File: config.mk
export PLATFORM = sky130hd
export DESIGN_NAME = nand_bus_cycle_decode
export DESIGN_NICKNAME = d
export VERILOG_FILES = /design/src/logic/nand_host_pkg.sv /design/src/logic/nand_bus_cycle_decode.sv
export SDC_FILE = /design/constraint.sdc
export NUM_CORES = 1
export LEC_CHECK = 0
export ABC_AREA = 0
export BUFFER_PORTS_ARGS = -buffer_cell sky130_fd_sc_hd__clkbuf_2
export CORE_MARGIN = 1.5
export CORE_UTILIZATION = 40
export DETAILED_ROUTE_END_ITERATION = 8
export GPL_ROUTABILITY_DRIVEN = 0
export SETUP_SLACK_MARGIN = 0.2
export SYNTH_ARGS = -nofsm -noshare
export SYNTH_HDL_FRONTEND = slang
export SYNTH_SLANG_ARGS = --single-unit
File: constraint.sdc
create_clock -name ref_clk -period 3.05 [get_ports ref_clk]
set_input_delay 0.1525 -clock ref_clk [delete_from_list [all_inputs] [get_ports ref_clk]]
set_output_delay 0.1525 -clock ref_clk [all_outputs]
set_load 0.02 [all_outputs]
File: src/logic/nand_host_pkg.sv
// Purpose: shared constants and types for the nand bus host controller
// Assumes: 25 MHz ref_clk
// Notes:   bus pin group travels as a packed struct
package nand_host_pkg;
    localparam int unsigned CLK_HZ          = 25_000_000;
    localparam int unsigned CLK_NS          = 40;
    // -----------------------------------------------------------------
    // timing, in their own units
    // -----------------------------------------------------------------
    localparam int unsigned INIT_WAIT_MS    = 10;
    localparam int unsigned FIRST_RST_MS    = 1;
    localparam int unsigned READ_CYCLE_NS   = 80;
    localparam int unsigned EDO_LIMIT_NS    = 30;
    localparam int unsigned INIT_WAIT_CYC   = INIT_WAIT_MS * (CLK_HZ / 1000);
    localparam int unsigned FIRST_RST_CYC   = FIRST_RST_MS * (CLK_HZ / 1000);
    localparam int unsigned STROBE_CYC      = 1;
    // -----------------------------------------------------------------
    // command codes and field layout
    // -----------------------------------------------------------------
    localparam logic [7:0] CMD_RESET        = 8'hff;
    localparam logic [7:0] CMD_STATUS       = 8'h70;
    localparam logic [7:0] CMD_STATUS_MULTI = 8'h78;
    localparam int unsigned ADDR_CYCLES     = 5;
    localparam int unsigned COL_BITS        = 12;
    localparam int unsigned ROW_BITS        = 24;
    localparam logic [7:0] COL_HI_MASK      = 8'h0f;
    localparam logic [7:0] ROW_HI_MASK      = 8'h07;

    typedef enum logic [2:0] {
        OP_NONE   = 3'b000,
        OP_CMD    = 3'b001,
        OP_ADDR5  = 3'b010,
        OP_WRITE  = 3'b011,
        OP_READ   = 3'b100
    } op_t;

    typedef struct packed {
        logic       chip_select_n;
        logic       second_chip_select_n;
        logic       command_latch_strobe;
        logic       address_latch_strobe;
        logic       write_strobe_n;
        logic       read_strobe_n;
        logic       write_guard_n;
    } nand_ctl_t;
endpackage

File: src/logic/nand_bus_cycle_decode.sv
// Purpose: host controller driving a nand flash device over its strobe bus
// Assumes: device pins sampled synchronously to ref_clk
// Notes:   one strobe phase per clock; 80 ns read cycle is above the edo limit
`timescale 1ns/1ps
module nand_bus_cycle_decode
    import nand_host_pkg::*;
#(
    parameter int unsigned INIT_CYC  = nand_host_pkg::INIT_WAIT_CYC,
    parameter int unsigned RESET_CYC = nand_host_pkg::FIRST_RST_CYC
) (
    input  wire logic                 ref_clk,
    input  wire logic                 rst,
    input  wire nand_host_pkg::op_t   op,
    input  wire logic                 op_valid,
    output logic                      op_ready,
    input  wire logic                 op_target,
    input  wire logic [7:0]           op_byte,
    input  wire logic [nand_host_pkg::COL_BITS-1:0] op_col,
    input  wire logic [nand_host_pkg::ROW_BITS-1:0] op_row,
    input  wire logic                 guard_release,
    output logic [7:0]                rd_data,
    output logic                      rd_valid,
    output logic                      init_done,
    output logic                      target_busy,
    output nand_host_pkg::nand_ctl_t  ctl,
    output logic [7:0]                io_out,
    output logic                      io_oe,
    input  wire logic [7:0]           io_in,
    input  wire logic                 ready_busy_n,
    input  wire logic                 second_ready_busy_n
);
    import nand_host_pkg::*;

    // -----------------------------------------------------------------
    // states and address helper
    // -----------------------------------------------------------------
    typedef enum logic [3:0] {
        ST_POWER  = 4'b0000,
        ST_IDLE   = 4'b0001,
        ST_SETUP  = 4'b0010,
        ST_LOW    = 4'b0011,
        ST_HIGH   = 4'b0100,
        ST_RDLOW  = 4'b0101,
        ST_RDHIGH = 4'b0110,
        ST_BUSYW  = 4'b0111
    } state_t;

    // address byte for cycle k, high bits masked low
    function automatic logic [7:0] addr_byte(input logic [2:0] k,
                                             input logic [COL_BITS-1:0] c,
                                             input logic [ROW_BITS-1:0] r);
        case (k)
            3'h0:    addr_byte = c[7:0];
            3'h1:    addr_byte = {4'h0, c[11:8]} & COL_HI_MASK;
            3'h2:    addr_byte = r[7:0];
            3'h3:    addr_byte = r[15:8];
            default: addr_byte = r[23:16] & ROW_HI_MASK;
        endcase
    endfunction

    state_t          state_reg;
    op_t             cur_op_reg;
    logic            tgt_reg;
    logic [2:0]      idx_reg;
    logic [23:0]     wait_reg;
    logic [1:0]      init_step_reg;
    logic            rb_low_seen_reg;
    logic [COL_BITS-1:0] col_reg;
    logic [ROW_BITS-1:0] row_reg;
    logic            rb_sel;

    // -----------------------------------------------------------------
    // busy mapping and request gate
    // -----------------------------------------------------------------
    assign rb_sel      = tgt_reg ? second_ready_busy_n : ready_busy_n;
    assign target_busy = ~(op_target ? second_ready_busy_n : ready_busy_n);
    // status and reset may go out while busy
    // no bad-block table here: the user keeps invalid blocks out of op_row
    assign op_ready    = (state_reg == ST_IDLE) &&
                         (~target_busy || (op == OP_CMD &&
                          (op_byte == CMD_STATUS || op_byte == CMD_STATUS_MULTI ||
                           op_byte == CMD_RESET)));

    // -----------------------------------------------------------------
    // sequencer
    // -----------------------------------------------------------------
    always_ff @(posedge ref_clk or posedge rst) begin
        if (rst) begin
            state_reg       <= ST_POWER;
            cur_op_reg      <= OP_NONE;
            tgt_reg         <= 1'b0;
            idx_reg         <= 3'h0;
            wait_reg        <= 24'h000000;
            init_step_reg   <= 2'h0;
            rb_low_seen_reg <= 1'b0;
            col_reg         <= '0;
            row_reg         <= '0;
            init_done       <= 1'b0;
            ctl             <= '{1'b1, 1'b1, 1'b0, 1'b0, 1'b1, 1'b1, 1'b0};
            io_out          <= 8'h00;
            io_oe           <= 1'b0;
            rd_data         <= 8'h00;
            rd_valid        <= 1'b0;
        end else begin
            rd_valid <= 1'b0;
            case (state_reg)
                ST_POWER: begin
                    // hold off after power, then reset per select
                    // selects are released here, in the hold-off and after each power-up reset's busy wait
                    ctl.chip_select_n        <= 1'b1;
                    ctl.second_chip_select_n <= 1'b1;
                    if (wait_reg < INIT_CYC[23:0]) begin
                        wait_reg <= wait_reg + 24'h000001;
                    end else if (init_step_reg == 2'h2) begin
                        init_done <= 1'b1;
                        state_reg <= ST_IDLE;
                    end else begin
                        tgt_reg    <= init_step_reg[0];
                        cur_op_reg <= OP_CMD;
                        io_out     <= CMD_RESET;
                        init_step_reg <= init_step_reg + 2'h1;
                        state_reg  <= ST_SETUP;
                    end
                end
                ST_IDLE: begin
                    ctl.chip_select_n        <= 1'b1;
                    ctl.second_chip_select_n <= 1'b1;
                    ctl.write_guard_n        <= guard_release;
                    io_oe <= 1'b0;
                    if (op_valid && op_ready && op != OP_NONE) begin
                        cur_op_reg <= op;
                        tgt_reg    <= op_target;
                        col_reg    <= op_col;
                        row_reg    <= op_row;
                        idx_reg    <= 3'h0;
                        io_out     <= (op == OP_ADDR5) ? addr_byte(3'h0, op_col, op_row)
                                                       : op_byte;
                        state_reg  <= ST_SETUP;
                    end
                end
                ST_SETUP: begin
                    ctl.chip_select_n        <= tgt_reg;
                    ctl.second_chip_select_n <= ~tgt_reg;
                    ctl.command_latch_strobe <= (cur_op_reg == OP_CMD);
                    ctl.address_latch_strobe <= (cur_op_reg == OP_ADDR5);
                    io_oe     <= (cur_op_reg != OP_READ);
                    state_reg <= (cur_op_reg == OP_READ) ? ST_RDLOW : ST_LOW;
                end
                ST_LOW: begin
                    // next address byte goes out with the falling strobe, so the
                    // previous byte still stands through the rising edge
                    ctl.write_strobe_n <= 1'b0;
                    if (cur_op_reg == OP_ADDR5) begin
                        io_out <= addr_byte(idx_reg, col_reg, row_reg);
                    end
                    state_reg <= ST_HIGH;
                end
                ST_HIGH: begin
                    // rising write strobe latches the byte
                    ctl.write_strobe_n <= 1'b1;
                    if (cur_op_reg == OP_ADDR5 && idx_reg != 3'(ADDR_CYCLES - 1)) begin
                        idx_reg   <= idx_reg + 3'h1;
                        state_reg <= ST_LOW;
                    end else if (cur_op_reg == OP_CMD && (io_out != CMD_STATUS &&
                                 io_out != CMD_STATUS_MULTI)) begin
                        rb_low_seen_reg <= 1'b0;
                        wait_reg        <= 24'h000000;
                        state_reg       <= ST_BUSYW;
                    end else begin
                        state_reg <= ST_IDLE;
                    end
                end
                ST_RDLOW: begin
                    // one 40 ns phase each side, normal sampling
                    ctl.read_strobe_n <= 1'b0;
                    state_reg <= ST_RDHIGH;
                end
                ST_RDHIGH: begin
                    rd_data  <= io_in;
                    rd_valid <= 1'b1;
                    ctl.read_strobe_n <= 1'b1;
                    state_reg <= ST_IDLE;
                end
                ST_BUSYW: begin
                    // wait through low pulse, bounded for short busy
                    // a command with no busy answer still waits RESET_CYC, covering the gap
                    wait_reg <= wait_reg + 24'h000001;
                    if (!rb_sel) begin
                        rb_low_seen_reg <= 1'b1;
                    end
                    if ((rb_low_seen_reg && rb_sel) || wait_reg >= RESET_CYC[23:0]) begin
                        state_reg <= init_done ? ST_IDLE : ST_POWER;
                    end
                end
                default: state_reg <= ST_IDLE;
            endcase
            if (state_reg == ST_POWER || state_reg == ST_IDLE) begin
                ctl.command_latch_strobe <= 1'b0;
                ctl.address_latch_strobe <= 1'b0;
            end
        end
    end
endmodule

==> summary.md, run 1 <==
| Metric | Value |
|---|---|
| FMAX | `0.431 GHz` |
| Post-synthesis mux area share | `13.6%` |
| DRT Wirelength | `12300 um` |
| First-pass GRT wire length | `20700 um` |
| Top delay family on crit path | `simple AND/OR/NAND/NOR gates` |
| Flop-to-flop setup slack | `730 ps` |
| Final total power | `5.17 mW` |
| Crit path required time | `3270 ps` |
| Num CTS Buffers | `9` |
| Ys flop type | `dfrtp_1` |
| CP endpoint kind | `flip-flop` |
| Fill cell count | `1138` |
| Slowest cell on the critical path | `or4_1` |
| Worst Max-Slew Pin Slew | `757 ps` |
| End of the critical path | `wait_reg[11]` |
| Register area | `0.00236 mm2` |
| DRC errors left | `0` |
| Routed wire per std cell | `17.5 um` |
| R2r endpoint | `wait_reg[11]` |
| Seq/Total Area, Yosys | `47.8%` |
| Simple-gate area share of the yosys netlist | `17.6%` |
| Netlist Area Pre-Place | `0.00493 mm2` |
| Crit path from | `cur_op_reg[1]` |
| Clock Pin Slew Worst Setup and Hold Paths | `70 ps` |
| Grt ovf | `0` |
| Path depth of the worst reg2reg path | `6` |
| Leak Pwr | `2.66 nW` |
| Clock sinks | `94` |
| GRT Util Overall | `20.1%` |
| Worst Path Arrival | `2550 ps` |
| Synthesis-to-layout area growth | `18.6%` |
| Final setup fails | `0` |
| CTS tree | `yes` |
| Final Net Count | `619` |
| DIE AREA | `0.0130 mm2` |
| Slew margin rel. | `48.8%` |
| Critical-path cell list | `or3b_1 > a211oi_2 > nor2_1 > buf_4 > or4_1 > mux2i_1` |
| Pin count of the biggest net entering global routing | `74` |
| Worst-path fanout max | `19` |
| Synthesis warning total | `0` |
| Endpoints failing hold | `0` |
| End-of-flow core utilization | `48.7%` |
| Post-synthesis compound-gate area fraction | `15.6%` |
| Yosys reg bits | `94` |
| Placed wire-length estimate | `8740 um` |
| Row cnt | `40` |
| Vias | `4097` |
| # diodes | `0` |
| Vias in the first global route | `4084` |
| HP Class | `in -> reg` |
| Start-to-end type of the worst setup path | `reg -> reg` |
| Chip width | `114 um` |
| Status | `completed` |
| H-Tree Level Count | `3` |
| Mapped Avg Cell Area | `10.5 um2` |
| XOR/XNOR Fraction of Synth Area | `0.178%` |
| Die height | `114 um` |
| Max FFs per register | `24` |
| Async S/R FF share, synth | `100%` |
| Pwr/cell area | `884 mW/mm2` |
| I/O pin total | `90` |
| Largest family of logic cells by synthesized area | `simple AND/OR/NAND/NOR gates` |
| Port buffer count | `84` |
| Initial antenna violation count | `0` |
| Synthesized Nets | `537` |
| Hold slack | `34.3 ps` |
| Remaining antenna violation count after routing | `0` |
| Drt initial violations | `288` |
| CP startpoint kind | `flip-flop` |
| Share of cells above drive strength 1 | `29.4%` |
| Multi-input gate area | `0.00240 mm2` |
| Critical R2R Launch | `cur_op_reg[1]` |
| Post-synth EDFFs | `0` |
| Final period util | `76.1%` |
| DR vias/cell | `5.84` |
| Setup TNS after final layout | `0 ps` |
| Min Clock Period, post-route | `2320 ps` |
| Clock Tree Buf Depth | `2` |
| Max Cap Viol | `0` |
| DR pass1 iterations | `5` |
| Buf/Inv on CP | `1` |
| Clk Latency, worst-skew pair | `340 ps` |
| Initial Util | `41.1%` |
| Worst stage delay on the critical path | `530 ps` |
| Post-synthesis adder-cell area fraction | `1.78%` |
| WP depth | `6` |
| Distinct cells, synth | `61` |
| Maximum vdd drop | `0.501 mV` |
| Unrepaired setup endpoints after global routing | `false` |
| Syn Inst Count | `468` |
| Pins Over Slew Limit | `0` |
| CORE AREA | `0.0120 mm2` |
| Setup repair bufs after CTS | `0` |
| PostCTS Resize Cnt | `0` |
| Clock Tree Root | `clkbuf_16` |
| Worst Skew | `8.52 ps` |
==> metal layers <==
metal	GRT usage (%)	up-vias	wire [um]
met5	0	-	0
li1	-	1926	-
met4	6.17	0	211
met2	31.7	142	5790
met1	27.7	2006	5640
met3	4.57	23	611
==> per-stage QoR <==
| step | cell area [um2] | instances | worst slack (ps) |
|---|---|---|---|
| after floorplan | 4930 | 468 | 455 |
| after global placement | 5520 | 685 | 778 |
| after detailed placement | 5520 | 685 | 745 |
| after CTS | 5850 | 702 | 728 |
| after global routing | 5850 | 702 | 606 |
| final | 5850 | 702 | 729 |
==> cell usage after synthesis, drive strengths merged (6+ instances only) <==
master / instances / area [um2]
a21oi: 15 / 75.1
a22o: 6 / 52.6
inv: 15 / 56.3
ha: 7 / 87.6
o21ai: 24 / 120
nand4: 16 / 100
nor3b: 6 / 45.0
mux2: 41 / 462
nand2b: 12 / 75.1
nor2: 15 / 56.3
dfrtp: 90 / 2250
buf: 9 / 53.8
nand2: 42 / 158
a22oi: 8 / 60.1
clkbuf: 16 / 60.1
or4: 8 / 60.1
nor2b: 6 / 37.5
o22ai: 7 / 43.8
o31ai: 10 / 75.1
nand3: 15 / 75.1
mux2i: 21 / 210
==> worst min path at each step <==
| stage | slack [ps] | cells past startpoint | to | start |
|---|---|---|---|---|
| 4_1_cts | 30 | 2 | rd_data[3] | io_in[3] |
| 3_3_place_gp | 130 | 2 | rd_data[6] | rst |
| 2_1_floorplan | 290 | 1 | col_reg[11] | op_col[11] |
| 5_1_grt | 30 | 2 | ctl[0] | guard_release |
| 6_report | 30 | 2 | ctl[0] | guard_release |
| 3_5_place_dp | 140 | 2 | rd_data[6] | rst |
==> cell usage in the layout, fill, tap and decap left out, types with 3 or more instances in the layout <==
master	synthesis	routed
a22o_1	6	6
a31oi_1	5	5
mux2_2	40	40
nor2_1	15	15
nand4_1	16	16
dfstp_2	4	4
clkbuf_16	0	9
nor4_1	4	4
nor3b_1	6	6
a22oi_1	8	8
nor2b_1	6	6
or3_1	4	4
a222oi_1	4	4
nand2b_1	12	12
o32a_1	3	3
or4_1	8	8
buf_4	4	10
a21oi_1	15	15
clkbuf_2	0	84
o22ai_1	7	7
and3_1	3	3
o22a_1	5	5
dfrtp_1	90	90
and4_1	4	4
nand3_1	15	15
o31ai_1	10	10
mux2i_1	21	21
nand4b_1	5	5
and2_1	4	4
nor3_1	3	3
inv_1	15	14
nand2_1	42	42
o21ai_0	23	23
ha_1	7	7
==> logic make-up (layout without fill, tap and decap cells) <==
logic type / after synthesis / count (layout)
xor gates and xnor gates: 1 / 1
muxes: 62 / 62
AOI/OAI and AO/OA: 109 / 109
buffers and inverters: 40 / 127
DFF: 94 / 94
adders and majority gates: 7 / 7
and+or+nand+nor: 155 / 155
==> report_power, final <==
| part | internal, mW | switching, mW | total (mW) | leakage [nW] |
|---|---|---|---|---|
| clock | 0.725 | 0.505 | 1.23 | 0.153 |
| sequential | 1.68 | 0.337 | 2.02 | 1.17 |
| combinational | 0.811 | 1.11 | 1.92 | 1.33 |
==> worst reg2reg max path, delay by kind of cell (launching register included) <==
kind,cells,cell delay (ps)
AOI/OAI and AO/OA,1,360
buffers and inverters,1,200
DFF,1,420
muxes,1,130
and+or+nand+nor,3,1090
==> area by class of cell <==
class | instances | area share, %
Sequential cell | 94 | 40.3
Inverter | 15 | 0.984
Timing Repair Buffer | 96 | 8.98
Multi-Input combinational cell | 334 | 41.1
Clock buffer | 10 | 3.91
Clock inverter | 6 | 1.60
Tap cell | 147 | 3.14
==> repair_timing <==
action	4_1_cts	5_1_grt
setup endpoints to repair	0	0
hold buffers	1	0
hold endpoints to repair	17	0
(Power assumes the default switching activity.)
==> run 2: changes to the inputs <==
- clock period: 3.05 -> 2.18 ns (I/O delays scaled with it)
==> run 2 against run 1 <==
Effect of this change: maximum frequency up 17%; combinational power up 85%; via count up 8.3%; clock skew down 3.8 ps; routed wire length up 9.4%; clock power up 29%; non-clock buffer count up 74; critical path type unchanged; critical endpoint is now wait_reg[4]; highest routed layer unchanged.
==> summary.md, run 2 (synthesis gave the netlist of run 1 again) <==
| Metric | Value |
|---|---|
| Pin count of the biggest net entering global routing | `54 (-27%)` |
| Remaining antenna violation count after routing | `0 (unchanged)` |
| FMAX | `0.503 GHz (+17%)` |
| Final period util | `91.2% (+15 points)` |
| Net Switching | `2.99 mW (+53%)` |
| Final instance area | `0.00668 mm2 (+14%)` |
| DR pass1 iterations | `5 (unchanged)` |
| Maximum vdd drop | `0.873 mV (+74%)` |
| Final Net Count | `694 (+12%)` |
| HP Class | `in -> reg` |
| Num CTS Buffers | `9 (unchanged)` |
| Clock Pin Slew Worst Setup and Hold Paths | `60 ps (about the same)` |
| Worst-path fanout max | `8 (-11)` |
| Leak Pwr | `3.02 nW (+14%)` |
| Path depth of the worst reg2reg path | `6 (unchanged)` |
| # diodes | `0 (unchanged)` |
| Port buffer count | `84 (unchanged)` |
| Fin cells | `777 (+11%)` |
| Max FFs per register | `24 (unchanged)` |
| Setup TNS after final layout | `0 ps (unchanged)` |
| H-Tree Level Count | `3 (unchanged)` |
| DIE AREA | `0.0130 mm2 (unchanged)` |
| First-pass GRT wire length | `22000 um (+6.0%)` |
| Crit path required time | `2450 ps (-820 ps)` |
| Commonest non-fill, non-tap cell in the layout | `dfrtp_1` |
| Clock sinks | `94 (unchanged)` |
| Post-place setup slack | `17.8 ps (-727 ps)` |
| Fill cell count | `1063 (-6.6%)` |
| Clock Tree Buf Depth | `2 (unchanged)` |
| Start-to-end type of the worst setup path | `reg -> reg` |
| Grt ovf | `0 (unchanged)` |
| Share of cells above drive strength 1 | `37.8% (+8.4 points)` |
| Chip width | `114 um (unchanged)` |
| CP startpoint kind | `flip-flop` |
| Clk Latency, worst-skew pair | `350 ps (about the same)` |
| Slew margin rel. | `54.5% (+5.7 points)` |
| Endpoints failing hold | `0 (unchanged)` |
| Placed wire-length estimate | `9190 um (+5.2%)` |
| Pins Over Slew Limit | `0 (unchanged)` |
| DRT Wirelength | `13400 um (+9.4%)` |
| Unrepaired setup endpoints after global routing | `true` |
| Min Clock Period, post-route | `1990 ps (-332 ps)` |
| Hold slack | `12.1 ps (-22.2 ps)` |
| DRC errors left | `0 (unchanged)` |
| Final worst slack | `191 ps (-538 ps)` |
| Register area | `0.00236 mm2 (+0.11%)` |
| Clock Tree Root | `clkbuf_16` |
| CORE AREA | `0.0120 mm2 (unchanged)` |
| Status | `completed` |
| CP endpoint kind | `flip-flop` |
| Vias | `4438 (+8.3%)` |
| Die height | `114 um (unchanged)` |
| Placed cell areas | `0.00577 mm2 (+4.5%)` |
| Hold path depth | `2 (unchanged)` |
| Initial Util | `41.1% (unchanged)` |
| Final total power | `7.93 mW (+53%)` |
| Most frequent cells in the layout | `dfrtp_1, clkbuf_2, buf_4` |
| P_int | `4.94 mW (+53%)` |
| Vias in the first global route | `4420 (+8.2%)` |
| Final setup fails | `0 (unchanged)` |
| Clk network pwr share | `20.1% (-3.7 points)` |
| Pwr/cell area | `1190 mW/mm2 (+34%)` |
| DR vias/cell | `5.71 (-2.1%)` |
| Routed wire per std cell | `17.3 um (-1.1%)` |
| Combinational Power Share | `45.0% (+7.8 points)` |
| Sw Ratio | `37.7% (-0.096 points)` |
| GRT Util Overall | `21.6% (+1.4 points)` |
| End-of-flow core utilization | `55.6% (+6.9 points)` |
| Synthesis-to-layout area growth | `35.5%` |
| Placed insts | `715 (+4.4%)` |
| Multi-input gate area | `0.00258 mm2 (+7.5%)` |
| Max Cap Viol | `0 (unchanged)` |
| Reg power frac | `34.9% (-4.1 points)` |
| Worst Path Arrival | `2260 ps (-290 ps)` |
| Initial antenna violation count | `0 (unchanged)` |
| I/O pin total | `90 (unchanged)` |
| Worst Skew | `4.71 ps (-3.81 ps)` |
| Row cnt | `40 (unchanged)` |
| Drt initial violations | `218 (-24%)` |
| Worst Max-Slew Pin Slew | `676 ps (-81.4 ps)` |
| CTS tree | `yes` |
run 2: cell count changes in the layout (fill, tap and decap cells not counted), moves of 3 or more:
| cell | change |
|---|---|
| buf_6 | +7 |
| or4_1 | -3 |
| o21ai_0 | -3 |
| or4_4 | +3 |
| dlygate4sd3_1 | +29 |
| a21oi_1 | -3 |
| ha_1 | -3 |
| buf_4 | +37 |
run 2: path summary, 6_finish.rpt:
check                        startpoint          endpoint  slack (ps)
setup reg to reg           wait_reg[11]       wait_reg[4]         190
setup / recovery           wait_reg[11]       wait_reg[4]         190
hold reg to reg                  ctl[1]            ctl[1]         470
hold / removal               op_col[10]       col_reg[10]          10
max in group asynchronous           rst            ctl[2]        1190
min in group asynchronous           rst  init_step_reg[0]         310
run 2: timing repair:
| item | in CTS | in global routing |
|---|---|---|
| gates cloned | 1 | 1 |
| pin swaps | 11 | 16 |
| gates resized for setup | 22 | 27 |
| endpoints found under the setup margin | 29 | 64 |
| hold endpoints to repair | 42 | 0 |
| hold buffers | 30 | 0 |
| buffers inserted | 6 | 8 |
run 2: metal layers:
metal	GRT usage, %	up-vias	wire, um
met2	36.6	135	6870
met3	3.24	16	591
met1	27.7	2201	5730
met5	0	-	0
met4	8.75	0	223
li1	-	2086	-
run 2: power groups by stage:
stage               clock [mW]  combinational, mW  sequential (mW)
finish                    1.59               3.56             2.77
global route              1.70               3.86             2.85
CTS                       1.63               3.34             2.76
detailed placement           0               3.01             2.78
global placement             0               2.96             2.75
floorplan                    0               1.84             2.90
run 2: cell type report:
class                   instances  area share (%)
repair buffers                170            17.8
inverters                      15           0.899
clock inverters                 5           0.880
multi-input cells             335            38.7
well taps                     147            2.75
flip-flops and latches         94            35.3
clock buffers                  11            3.63
run 2: critical path: stages, from the launching register on:
cell,delay [ps]
dfrtp_1,410
nor4_4,350
a211o_1,240
a21oi_4,110
buf_6,150
or4_1,510
a21oi_1,150
